===== config.mk =====
export PLATFORM = sky130hd
export DESIGN_NAME = pbp_buffer_port
export DESIGN_NICKNAME = d
export VERILOG_FILES = /design/src/hdl/pbp_pkg.sv /design/src/hdl/pbp_buffer_port.sv
export SDC_FILE = /design/constraint.sdc
export NUM_CORES = 1
export LEC_CHECK = 0
export ABC_AREA = 1
export BUFFER_PORTS_ARGS = -buffer_cell sky130_fd_sc_hd__buf_2
export CORE_MARGIN = 2
export CORE_UTILIZATION = 54
export DETAILED_ROUTE_END_ITERATION = 16
export GPL_TIMING_DRIVEN = 0
export PLACE_DENSITY = 0.86
export SLEW_MARGIN = 25
export SYNTH_ARGS = -nofsm -noshare
export SYNTH_HDL_FRONTEND = slang
export SYNTH_SLANG_ARGS = --single-unit

===== constraint.sdc =====
create_clock -name clk -period 2.8 [get_ports clk]
set_input_delay 0.28 -clock clk [delete_from_list [all_inputs] [get_ports clk]]
set_output_delay 0.28 -clock clk [all_outputs]
set_load 0.005 [all_outputs]

===== src/hdl/pbp_pkg.sv =====
// constants, types and command codes for the periodic buffer port block
// assumes one 40 MHz clock and a host that issues one command then data words
// Operation
// RULE1: one iso size serves buffers A and B
// RULE2: iso size is 16-bit RW, resets zero
// RULE3: iso size read 30h, write B0h
// RULE4: buffer A port starts at address zero
// RULE5: buffer B port starts at address zero
// RULE6: interrupt buffer port starts at address zero
// RULE7: 40h reads buffer A, C0h writes it
// RULE8: 42h reads buffer B, C2h writes it
// RULE9: 43h reads interrupt buffer, C3h writes it
// RULE10: host loads counter, checks status first
// RULE11: host moves words without resending command
// RULE12: each word advances the buffer pointer
// RULE13: count reached sets end flag, updates status
// RULE14: data ports are 16-bit, reset zero
// RULE15: toggle interval 0-15 ms, 4 bits
// RULE16: toggle read 47h, write C7h
// RULE17: interrupt size defaults 128, max 4096
// RULE18: interrupt size read 33h, write B3h
// RULE19: buffer B also raises end flag
// RULE20: direct port gives random buffer access
// RULE21: toggle reserved bits read zero
// RULE22: new command restarts pointer at zero; the code starts a direct port command at its setup address
package pbp_pkg;
  localparam logic [7:0]  CMD_ISO_SIZE   = 8'h30;
  localparam logic [7:0]  CMD_DIR_SETUP  = 8'h32;
  localparam logic [7:0]  CMD_INT_SIZE   = 8'h33;
  localparam logic [7:0]  CMD_ISO_A      = 8'h40;
  localparam logic [7:0]  CMD_ISO_B      = 8'h42;
  localparam logic [7:0]  CMD_INT_BUF    = 8'h43;
  localparam logic [7:0]  CMD_DIR_DATA   = 8'h45;
  localparam logic [7:0]  CMD_TOGGLE     = 8'h47;
  localparam int          CMD_WR_BIT     = 7;
  localparam logic [15:0] ISO_SIZE_RST   = 16'h0000;
  localparam logic [15:0] INT_SIZE_RST   = 16'h0080;
  localparam logic [15:0] INT_SIZE_MAX   = 16'h1000;
  localparam logic [3:0]  TOGGLE_RST     = 4'h0;
  localparam int          TOGGLE_W       = 4;
  localparam logic [15:0] PORT_RST       = 16'h0000;
  localparam logic [31:0] DIR_SETUP_RST  = 32'h0000_0000;
  localparam int          DIR_ADDR_LSB   = 0;
  localparam int          DIR_ADDR_W     = 15;
  localparam int          DIR_CNT_LSB    = 16;
  localparam logic [16:0] BYTES_PER_WORD = 17'h00002;
  localparam int          ST_A           = 0;
  localparam int          ST_B           = 1;
  localparam int          ST_INT         = 2;
  localparam int          ST_DIR         = 3;

  typedef enum logic [3:0] {
    TGT_NONE, TGT_ISO_SIZE, TGT_INT_SIZE, TGT_TOGGLE, TGT_DIR_SETUP,
    TGT_ISO_A, TGT_ISO_B, TGT_INT_BUF, TGT_DIR_DATA
  } pbp_tgt_type;

  typedef enum logic [2:0] {
    PS_IDLE, PS_REG_RD, PS_REG_WR, PS_BUF_RD, PS_BUF_WR
  } pbp_state_type;

  typedef struct packed {
    logic        sel_a;
    logic        sel_b;
    logic        sel_int;
    logic        direct;
    logic [14:0] addr;
    logic        we;
    logic [15:0] wdata;
  } pbp_mem_req_type;
endpackage


===== src/hdl/pbp_buffer_port.sv =====
// command-addressed size/toggle registers and auto-incrementing buffer ports
// assumes the buffer memory answers mem_rdata in the same cycle as mem_req.addr
module pbp_buffer_port #(
  parameter int ADDR_W = 15
) (
  // clock and reset
  input  wire logic                     clk,
  input  wire logic                     sys_rst,
  // host command and data port
  input  wire logic                     cmd_valid,
  input  wire logic [7:0]               cmd_code,
  input  wire logic                     wr_valid,
  input  wire logic [15:0]              wr_data,
  input  wire logic                     rd_req,
  output logic [15:0]                   rd_data,
  output logic                          rd_valid,
  // transfer counter value and completion events
  input  wire logic [15:0]              transfer_byte_count,
  output logic                          end_of_transfer_flag,
  output logic [3:0]                    status_update,
  // configuration seen by the scheduler
  output logic [15:0]                   iso_size_a,
  output logic [15:0]                   iso_size_b,
  output logic [15:0]                   int_size,
  output logic [3:0]                    toggle_interval,
  // buffer memory
  output pbp_pkg::pbp_mem_req_type      mem_req,
  input  wire logic [15:0]              mem_rdata
);
  import pbp_pkg::*;

  if (ADDR_W != DIR_ADDR_W) begin : g_chk
    $error("pbp_buffer_port: ADDR_W must equal the 15-bit buffer address width");
  end

  pbp_state_type  state_reg;
  pbp_tgt_type    tgt_reg;
  pbp_tgt_type    cmd_tgt;
  logic           cmd_wr;
  logic [15:0]    iso_size_reg;
  logic [15:0]    int_size_reg;
  logic [3:0]     toggle_reg;
  logic [31:0]    dir_setup_reg;
  logic           half_reg;
  logic [14:0]    ptr_reg;
  logic [16:0]    bytes_reg;
  logic [16:0]    bytes_next;
  logic [16:0]    limit;
  logic           xfer;
  logic           last;
  logic           reg_done;
  logic [15:0]    reg_rd_val;
  logic [15:0]    rd_data_reg;
  logic           rd_valid_reg;
  logic           eot_reg;
  logic [3:0]     status_reg;

  function automatic pbp_tgt_type decode_tgt(input logic [7:0] code);
    logic [7:0] base;
    base = {1'b0, code[6:0]};
    if (base == CMD_ISO_SIZE) decode_tgt = TGT_ISO_SIZE;
    else if (base == CMD_INT_SIZE) decode_tgt = TGT_INT_SIZE;
    else if (base == CMD_TOGGLE) decode_tgt = TGT_TOGGLE;
    else if (base == CMD_DIR_SETUP) decode_tgt = TGT_DIR_SETUP;
    else if (base == CMD_ISO_A) decode_tgt = TGT_ISO_A;
    else if (base == CMD_ISO_B) decode_tgt = TGT_ISO_B;
    else if (base == CMD_INT_BUF) decode_tgt = TGT_INT_BUF;
    else if (base == CMD_DIR_DATA) decode_tgt = TGT_DIR_DATA;
    else decode_tgt = TGT_NONE;
  endfunction

  function automatic logic is_buf(input pbp_tgt_type t);
    is_buf = (t == TGT_ISO_A) || (t == TGT_ISO_B) || (t == TGT_INT_BUF) ||
             (t == TGT_DIR_DATA);
  endfunction

  // RULE3 RULE7 RULE8 RULE9 RULE16 RULE18
  assign cmd_tgt = decode_tgt(cmd_code);
  assign cmd_wr  = cmd_code[CMD_WR_BIT];

  // words move only inside an open burst; RULE11 the command is not resent
  assign xfer = ((state_reg == PS_BUF_WR) && wr_valid) ||
                ((state_reg == PS_BUF_RD) && rd_req);
  assign bytes_next = bytes_reg + BYTES_PER_WORD;
  // direct port counts against its own setup; the others use the counter RULE10
  assign limit = (tgt_reg == TGT_DIR_DATA) ?
                 {1'b0, dir_setup_reg[DIR_CNT_LSB +: 16]} : {1'b0, transfer_byte_count};
  // odd counts finish on the word that covers the last byte
  assign last = xfer && (bytes_next >= limit); // RULE13 RULE19
  // the 32-bit direct setup takes two words, low half first
  assign reg_done = ((state_reg == PS_REG_WR) && wr_valid) ||
                    ((state_reg == PS_REG_RD) && rd_req);

  // command sequencer
  always_ff @(posedge clk) begin
    if (sys_rst) begin
      state_reg <= PS_IDLE;
      tgt_reg   <= TGT_NONE;
    end else if (cmd_valid) begin
      // RULE22 a new command drops whatever burst was open
      tgt_reg <= cmd_tgt;
      if (cmd_tgt == TGT_NONE) state_reg <= PS_IDLE;
      else if (is_buf(cmd_tgt)) state_reg <= cmd_wr ? PS_BUF_WR : PS_BUF_RD;
      else state_reg <= cmd_wr ? PS_REG_WR : PS_REG_RD;
    end else if (last) begin
      state_reg <= PS_IDLE;
    end else if (reg_done && !((tgt_reg == TGT_DIR_SETUP) && !half_reg)) begin
      state_reg <= PS_IDLE;
    end
  end

  // half-word select for the direct setup register
  always_ff @(posedge clk) begin
    if (sys_rst) half_reg <= 1'b0;
    else if (cmd_valid) half_reg <= 1'b0;
    else if (reg_done) half_reg <= ~half_reg;
  end

  // buffer pointer and byte progress
  always_ff @(posedge clk) begin
    if (sys_rst) begin
      ptr_reg   <= '0;
      bytes_reg <= '0;
    end else if (cmd_valid && is_buf(cmd_tgt)) begin
      bytes_reg <= '0; // RULE22
      // RULE4 RULE5 RULE6 fixed start; RULE20 direct port starts anywhere
      ptr_reg <= (cmd_tgt == TGT_DIR_DATA) ? dir_setup_reg[DIR_ADDR_LSB +: DIR_ADDR_W] : '0;
    end else if (xfer) begin
      ptr_reg   <= ptr_reg + BYTES_PER_WORD[14:0]; // RULE12
      bytes_reg <= bytes_next;
    end
  end

  // size, toggle and direct setup registers
  always_ff @(posedge clk) begin
    if (sys_rst) begin
      iso_size_reg  <= ISO_SIZE_RST; // RULE2
      int_size_reg  <= INT_SIZE_RST; // RULE17
      toggle_reg    <= TOGGLE_RST;
      dir_setup_reg <= DIR_SETUP_RST;
    end else if ((state_reg == PS_REG_WR) && wr_valid) begin
      if (tgt_reg == TGT_ISO_SIZE) iso_size_reg <= wr_data; // RULE2
      else if (tgt_reg == TGT_INT_SIZE)
        // oversize requests are clamped rather than wrapping the buffer
        int_size_reg <= (wr_data > INT_SIZE_MAX) ? INT_SIZE_MAX : wr_data; // RULE17
      else if (tgt_reg == TGT_TOGGLE) toggle_reg <= wr_data[TOGGLE_W-1:0]; // RULE15 RULE21
      else if (tgt_reg == TGT_DIR_SETUP) begin
        if (half_reg) dir_setup_reg[31:16] <= wr_data;
        else dir_setup_reg[15:0] <= wr_data; // RULE20
      end
    end
  end

  always_comb begin
    reg_rd_val = '0;
    case (tgt_reg)
      TGT_ISO_SIZE:  reg_rd_val = iso_size_reg;
      TGT_INT_SIZE:  reg_rd_val = int_size_reg;
      TGT_TOGGLE:    reg_rd_val = {12'h000, toggle_reg}; // RULE21
      TGT_DIR_SETUP: reg_rd_val = half_reg ? dir_setup_reg[31:16] : dir_setup_reg[15:0];
      default:       reg_rd_val = '0;
    endcase
  end

  // read data path
  always_ff @(posedge clk) begin
    if (sys_rst) begin
      rd_data_reg  <= PORT_RST; // RULE14
      rd_valid_reg <= 1'b0;
    end else begin
      rd_valid_reg <= 1'b0;
      if ((state_reg == PS_BUF_RD) && rd_req) begin
        rd_data_reg  <= mem_rdata;
        rd_valid_reg <= 1'b1;
      end else if ((state_reg == PS_REG_RD) && rd_req) begin
        rd_data_reg  <= reg_rd_val;
        rd_valid_reg <= 1'b1;
      end
    end
  end

  // completion events, one cycle each
  always_ff @(posedge clk) begin
    if (sys_rst) begin
      eot_reg    <= 1'b0;
      status_reg <= '0;
    end else begin
      eot_reg    <= last; // RULE13 RULE19
      status_reg <= '0;
      if (last) begin
        status_reg[ST_A]   <= (tgt_reg == TGT_ISO_A);
        status_reg[ST_B]   <= (tgt_reg == TGT_ISO_B);
        status_reg[ST_INT] <= (tgt_reg == TGT_INT_BUF);
        status_reg[ST_DIR] <= (tgt_reg == TGT_DIR_DATA);
      end
    end
  end

  // outputs
  assign rd_data              = rd_data_reg;
  assign rd_valid             = rd_valid_reg;
  assign end_of_transfer_flag = eot_reg;
  assign status_update        = status_reg;
  assign iso_size_a           = iso_size_reg; // RULE1
  assign iso_size_b           = iso_size_reg; // RULE1
  assign int_size             = int_size_reg;
  assign toggle_interval      = toggle_reg;
  // memory handshake is combinational so a word moves in the cycle it is offered
  assign mem_req.sel_a   = (tgt_reg == TGT_ISO_A);
  assign mem_req.sel_b   = (tgt_reg == TGT_ISO_B);
  assign mem_req.sel_int = (tgt_reg == TGT_INT_BUF);
  assign mem_req.direct  = (tgt_reg == TGT_DIR_DATA);
  assign mem_req.addr    = ptr_reg;
  assign mem_req.we      = (state_reg == PS_BUF_WR) && wr_valid;
  assign mem_req.wdata   = wr_data;
endmodule


# == Yosys cells after proc, flatten, opt, wreduce, memory -nomap -nowiden ==
# Cells that the tools add are included.
# totals
ff_bits,130
latch_bits,0
mem_bits_rw,0
rom_bits,0
in_bits,61
out_inout_bits,110
mem_count,0
# op_classes
n_addsub,2
multipliers,0
n_div,0
magnitude_cmp,2
eq_ne,24
shift,0
muxes,26
bitwise_logic,5
n_reduce_logical,27
# op_table
op,n
$mux 16,5
$pmux 16 s4,1
$mux 15,3
$eq 7x7->1 const B,5
$mux 4,8
$eq 4x3->1 const B,7
$eq 7x6->1 const B,3
$mux 3,6
$add 17x2->17 const B,1
$ge 17x16->1,1
$gt 16x13->1 const B,1
$add 15x2->15 const B,1
$reduce_and 6->1,2
$eq 4x2->1 const B,2
$eq 4x4->1 const B,2
$logic_and 1x1->1,8
$eq 3x2->1 const B,2
$reduce_or 2->1,3
$logic_or 1x1->1,5
$not 1->1,5
$eq 4x1->1 const B,1
$logic_not 4->1,1
$reduce_and 4->1,1
$reduce_bool 2->1,2
8 further kinds,10

# == Longest topological paths before layout ==
# depth
ltp_word,16
depth_mapped,21
mapped_depth_nobuf,21

# == Least setup slack after synthesis ==
# OpenSTA, ideal clock, no wires.
# synth_path
kind,register to register
start,register bytes_reg[1]
end,"register status_reg[0], in the netlist status_update[0]"
setup_time_ps,125
arrival_time_ps,2351
required_ps,2675
setup_slack_ps,325
path_stages_with_launch,18
path_buffers,0
period_less_slack_ps,2475
cell_sequence,dfxtp_1 -> ha_1 -> nand2_1 -> nor2_2 -> nand3_2 -> nor3_4 -> nand3_2 -> nor2_1 -> xor2_1 -> ha_1 -> nand2_1 -> inv_1 -> a221oi_1 -> nand2_1 -> nand2_1 -> nand2_1 -> nand2_2 -> nor3_1
# synth_between
elab_chain_len,5
# synth_rtl
item,line_no,rtl
from (decl),pbp_buffer_port.sv:46,logic [16:0] bytes_reg;
from (signal assigned),pbp_buffer_port.sv:130,bytes_reg <= bytes_next;
$add 17x2->17,pbp_buffer_port.sv:84,assign bytes_next = bytes_reg + BYTES_PER_WORD;
net bytes_next[15],pbp_buffer_port.sv:47,logic [16:0] bytes_next;
$ge 17x16->1,pbp_buffer_port.sv:89,assign last = xfer && (bytes_next >= limit);
$logic_and 1x1->1,pbp_buffer_port.sv:89,
$not 1->1 (no line),n/a,
$reduce_or 2->1 (no line),n/a,
"to (signal, indexed assignment)",pbp_buffer_port.sv:191,status_reg[ST_A] <= (tgt_reg == TGT_ISO_A);
"to (signal, indexed assignment)",pbp_buffer_port.sv:192,status_reg[ST_B] <= (tgt_reg == TGT_ISO_B);
"to (signal, indexed assignment)",pbp_buffer_port.sv:193,status_reg[ST_INT] <= (tgt_reg == TGT_INT_BUF);
to (decl),pbp_buffer_port.sv:56,logic [3:0] status_reg;
# The timed path passes the listed nets, and every way through them passes these cells.
# A chain may end at the register's enable or synchronous reset.

# == Worst setup path after layout ==
# layout_path
start,register bytes_reg[2]
end,"register status_reg[0], in the netlist status_update[0]"
# The elaborated chain is that of the path after synthesis.

==> results.txt <==
Largest net degree at the start of global routing: 17
Largest cells by area after synthesis: dfxtp_1 39%, a21oi_1 9.0%, nand2_1 8.5%, o21ai_0 7.2%, nor2_1 5.0%
DRT iter0 DRCs: 775
Crit path required time: 3.09 ns
Synthesized flop and latch total: 129
Int Pwr: 3.25 mW
Pre-CTS setup slack: -0.422 ns
First-pass GRT wire length: 33.3 mm
Root Driver: clkbuf_16
Area grow syn2layout: 28.1%
Dominant cell type by area after synthesis: dfxtp_1
Commonest cells post-synth: 151 x nand2_1, 129 x dfxtp_1, 120 x a21oi_1
CTS Buf Count: 17
NetSw: 0.915 mW
Hold_sp: wr_data[2]
Post-route ant nets: 0
Placed inst area: 7760 sq um
DRC viols: 0
Combinational fraction of design power: 0.055
Maxcap violations: 0
Final hold vios: 0
Die Width: 115 um
Hold EP: int_size[2]
Final Max Tran Viols: 0
Avg Inst Size Synth: 7.24 sq um
Internal reg-to-reg setup slack: 0.1 ns
Critical path class: reg -> reg
Via count: 7406
R2r worst-path depth: 16
Starting density of the core: 0.556
CTS tree: done
H-tree levels: 4
Vias in the first global route: 6797
Total track usage: 0.322
Crit start category: register
Status: completed
RSZ-0062 raised after global routing: yes
Cell area after synthesis: 6700 sq um
Seq pwr share: 0.443
Relative slew slack: 0.565
Share of the synthesized area in the top cell type: 0.385
Post-synth top flop: dfxtp_1
Share of layout cells above drive strength 1: 0.286
Worst R2R End: status_update[0]
Post-synth ARST share: 0
Count leader, synth: nand2_1
Final HPWL from detailed placement: 16.0 mm
Power per cell area: 485 nW/um^2
Peak supply drop: 0.000345 V
Setup Skew: 0.0102 ns
Ys Warns: 0
Placer Congestion: 0.930
CORE AREA: 12100 sq um
Worst path slowest cell: dfxtp_4
Final instance area: 8580 sq um
CTS sink count: 129
Crit path cell chain: ha_4 -> nand2_4 -> nor2_4 -> nand3_4 -> nor3_4 -> nand3_2 -> nor2_4 -> xor2_2 -> ha_1 -> buf_6 -> a221oi_2 -> nand2_1 -> nand2_2 -> nand2_2 -> nand2_4 -> nor3_2
Routed vias/inst: 5.68
Final setup viols: 0
Initial DRT Pass Iterations: 6
CTS clock-pin slew for the worst setup and hold paths: 0.05 ns
Hold Path Cell Cnt: 3
Post-synthesis sequential area ratio: 0.385
Die height: 115 um
CP Max Fanout: 5
Final period utilization: 0.966
Worst r2r src: bytes_reg[2]
Mean routed wirelength per cell: 16.7 um
Worst stage delay on the critical path: 0.37 ns
Worst Setup End Kind: register
Syn Inst Count: 925
Pleak: 4.00 nW
Worst Max-Slew Pin Slew: 0.652 ns
Maximum buffer depth of the clock tree: 2
Highest clock rate: 370 MHz
Hold Crit Class: in -> reg
Top-Level Pins: 171
Port buffer count: 169
Final worst slack: 0.0951 ns
Clk network pwr share: 0.502
Post-synth EDFFs: 0
Netlist cell types: 43
Nets: 1205
Rows: 40
Hold buffer count at CTS: 0
Switching share of power: 0.220
Post-Route WL: 21.8 mm
Synth Net Count: 1004
Gr ovfl total: 0
Ant. Diodes: 0
CP arrival: 2.99 ns
Max reg flops: 32
Initial antenna violation count: 0
Total Die Area: 13300 sq um
Tmin final: 2.70 ns
Worst-Skew Late Latency: 0.42 ns
## cells by family (layout without fill, tap and decap cells)
kind of cell | count (synthesis) | after routing | share of synthesized area
AO/OA/AOI/OAI | 264 | 264 | 0.212
XOR/XNOR | 23 | 23 | 0.0301
adder cells (fa/ha/maj) | 18 | 18 | 0.0336
buffers and inverters | 160 | 372 | 0.114
flip-flops | 129 | 129 | 0.385
multiplexers | 7 | 7 | 0.0105
AND/OR/NAND/NOR | 324 | 324 | 0.214
## through the flow
step	instances	TNS, ns	util	hold WS (ns)	power (mW)
2_1_floorplan	925	0	-	0.415	1.99
3_3_place_gp	1262	-2.10	0.643	0.444	2.10
3_5_place_dp	1262	-2.88	0.643	0.463	2.10
4_1_cts	1300	0	0.697	0.159	4.14
5_1_grt	1305	-0.149	0.712	0.173	4.26
6_report	1305	0	0.712	0.158	4.16
## metal layers
metal | vias to the layer above | GRT usage | share of wire
met3 | 71 | 0.0643 | 0.10
li1 | 3469 | - | -
met1 | 3403 | 0.398 | 0.39
met2 | 463 | 0.536 | 0.47
met4 | 0 | 0.159 | 0.037
met5 | - | 0 | 0
## cells in the final DEF (no fill, tap or decap), types with 20 or more instances in the layout
cell type / count
buf_2: 185
nand2_1: 144
dfxtp_1: 126
a21oi_1: 120
o21ai_0: 97
nor2_1: 85
inv_1: 80
buf_4: 47
nand3_1: 31
clkbuf_1: 20
## critical path, delay by kind of cell, from the launching register on
family          cells  cell delay [ns]
compound gates      1             0.25
xor+xnor            1             0.16
fa+ha+maj           2             0.44
buf+inv             1             0.13
flops               1             0.37
simple gates       11             1.22
## layout make-up
cell class	count	area (sq um)
inverters	87	329
clock inverters	6	55.1
clock buffers	24	502
flip-flops and latches	129	2590
repair buffers	182	955
multi-input cells	636	3500
fillers	931	3480
plain buffers	73	440
well taps	168	210
## power by group through the flow
stage / Sequential [mW] / Clock [mW] / Combinational (mW)
2_1_floorplan: 1.89 / 0 / 0.105
3_3_place_gp: 1.89 / 0 / 0.214
3_5_place_dp: 1.89 / 0 / 0.216
4_1_cts: 1.85 / 2.07 / 0.219
5_1_grt: 1.84 / 2.17 / 0.249
6_report: 1.85 / 2.09 / 0.229
## how the worst max path moves through the flow
stage,startpoint,cells after the start,end
CTS,bytes_reg[1],17,status_update[1]
global placement,tgt_reg[0],20,status_update[2]
finish,bytes_reg[2],16,status_update[0]
detailed placement,tgt_reg[0],20,status_update[1]
global route,bytes_reg[1],18,status_update[0]
floorplan,bytes_reg[1],17,status_update[0]
## timing repair
item                                    in CTS  in global routing
resized for setup                           12                 33
setup buffers                                8                  5
endpoints found under the setup margin       8                  8
pin swaps                                    7                 19
gates cloned                                 0                  0
Note: power is estimated with default switching activity, not from simulation.
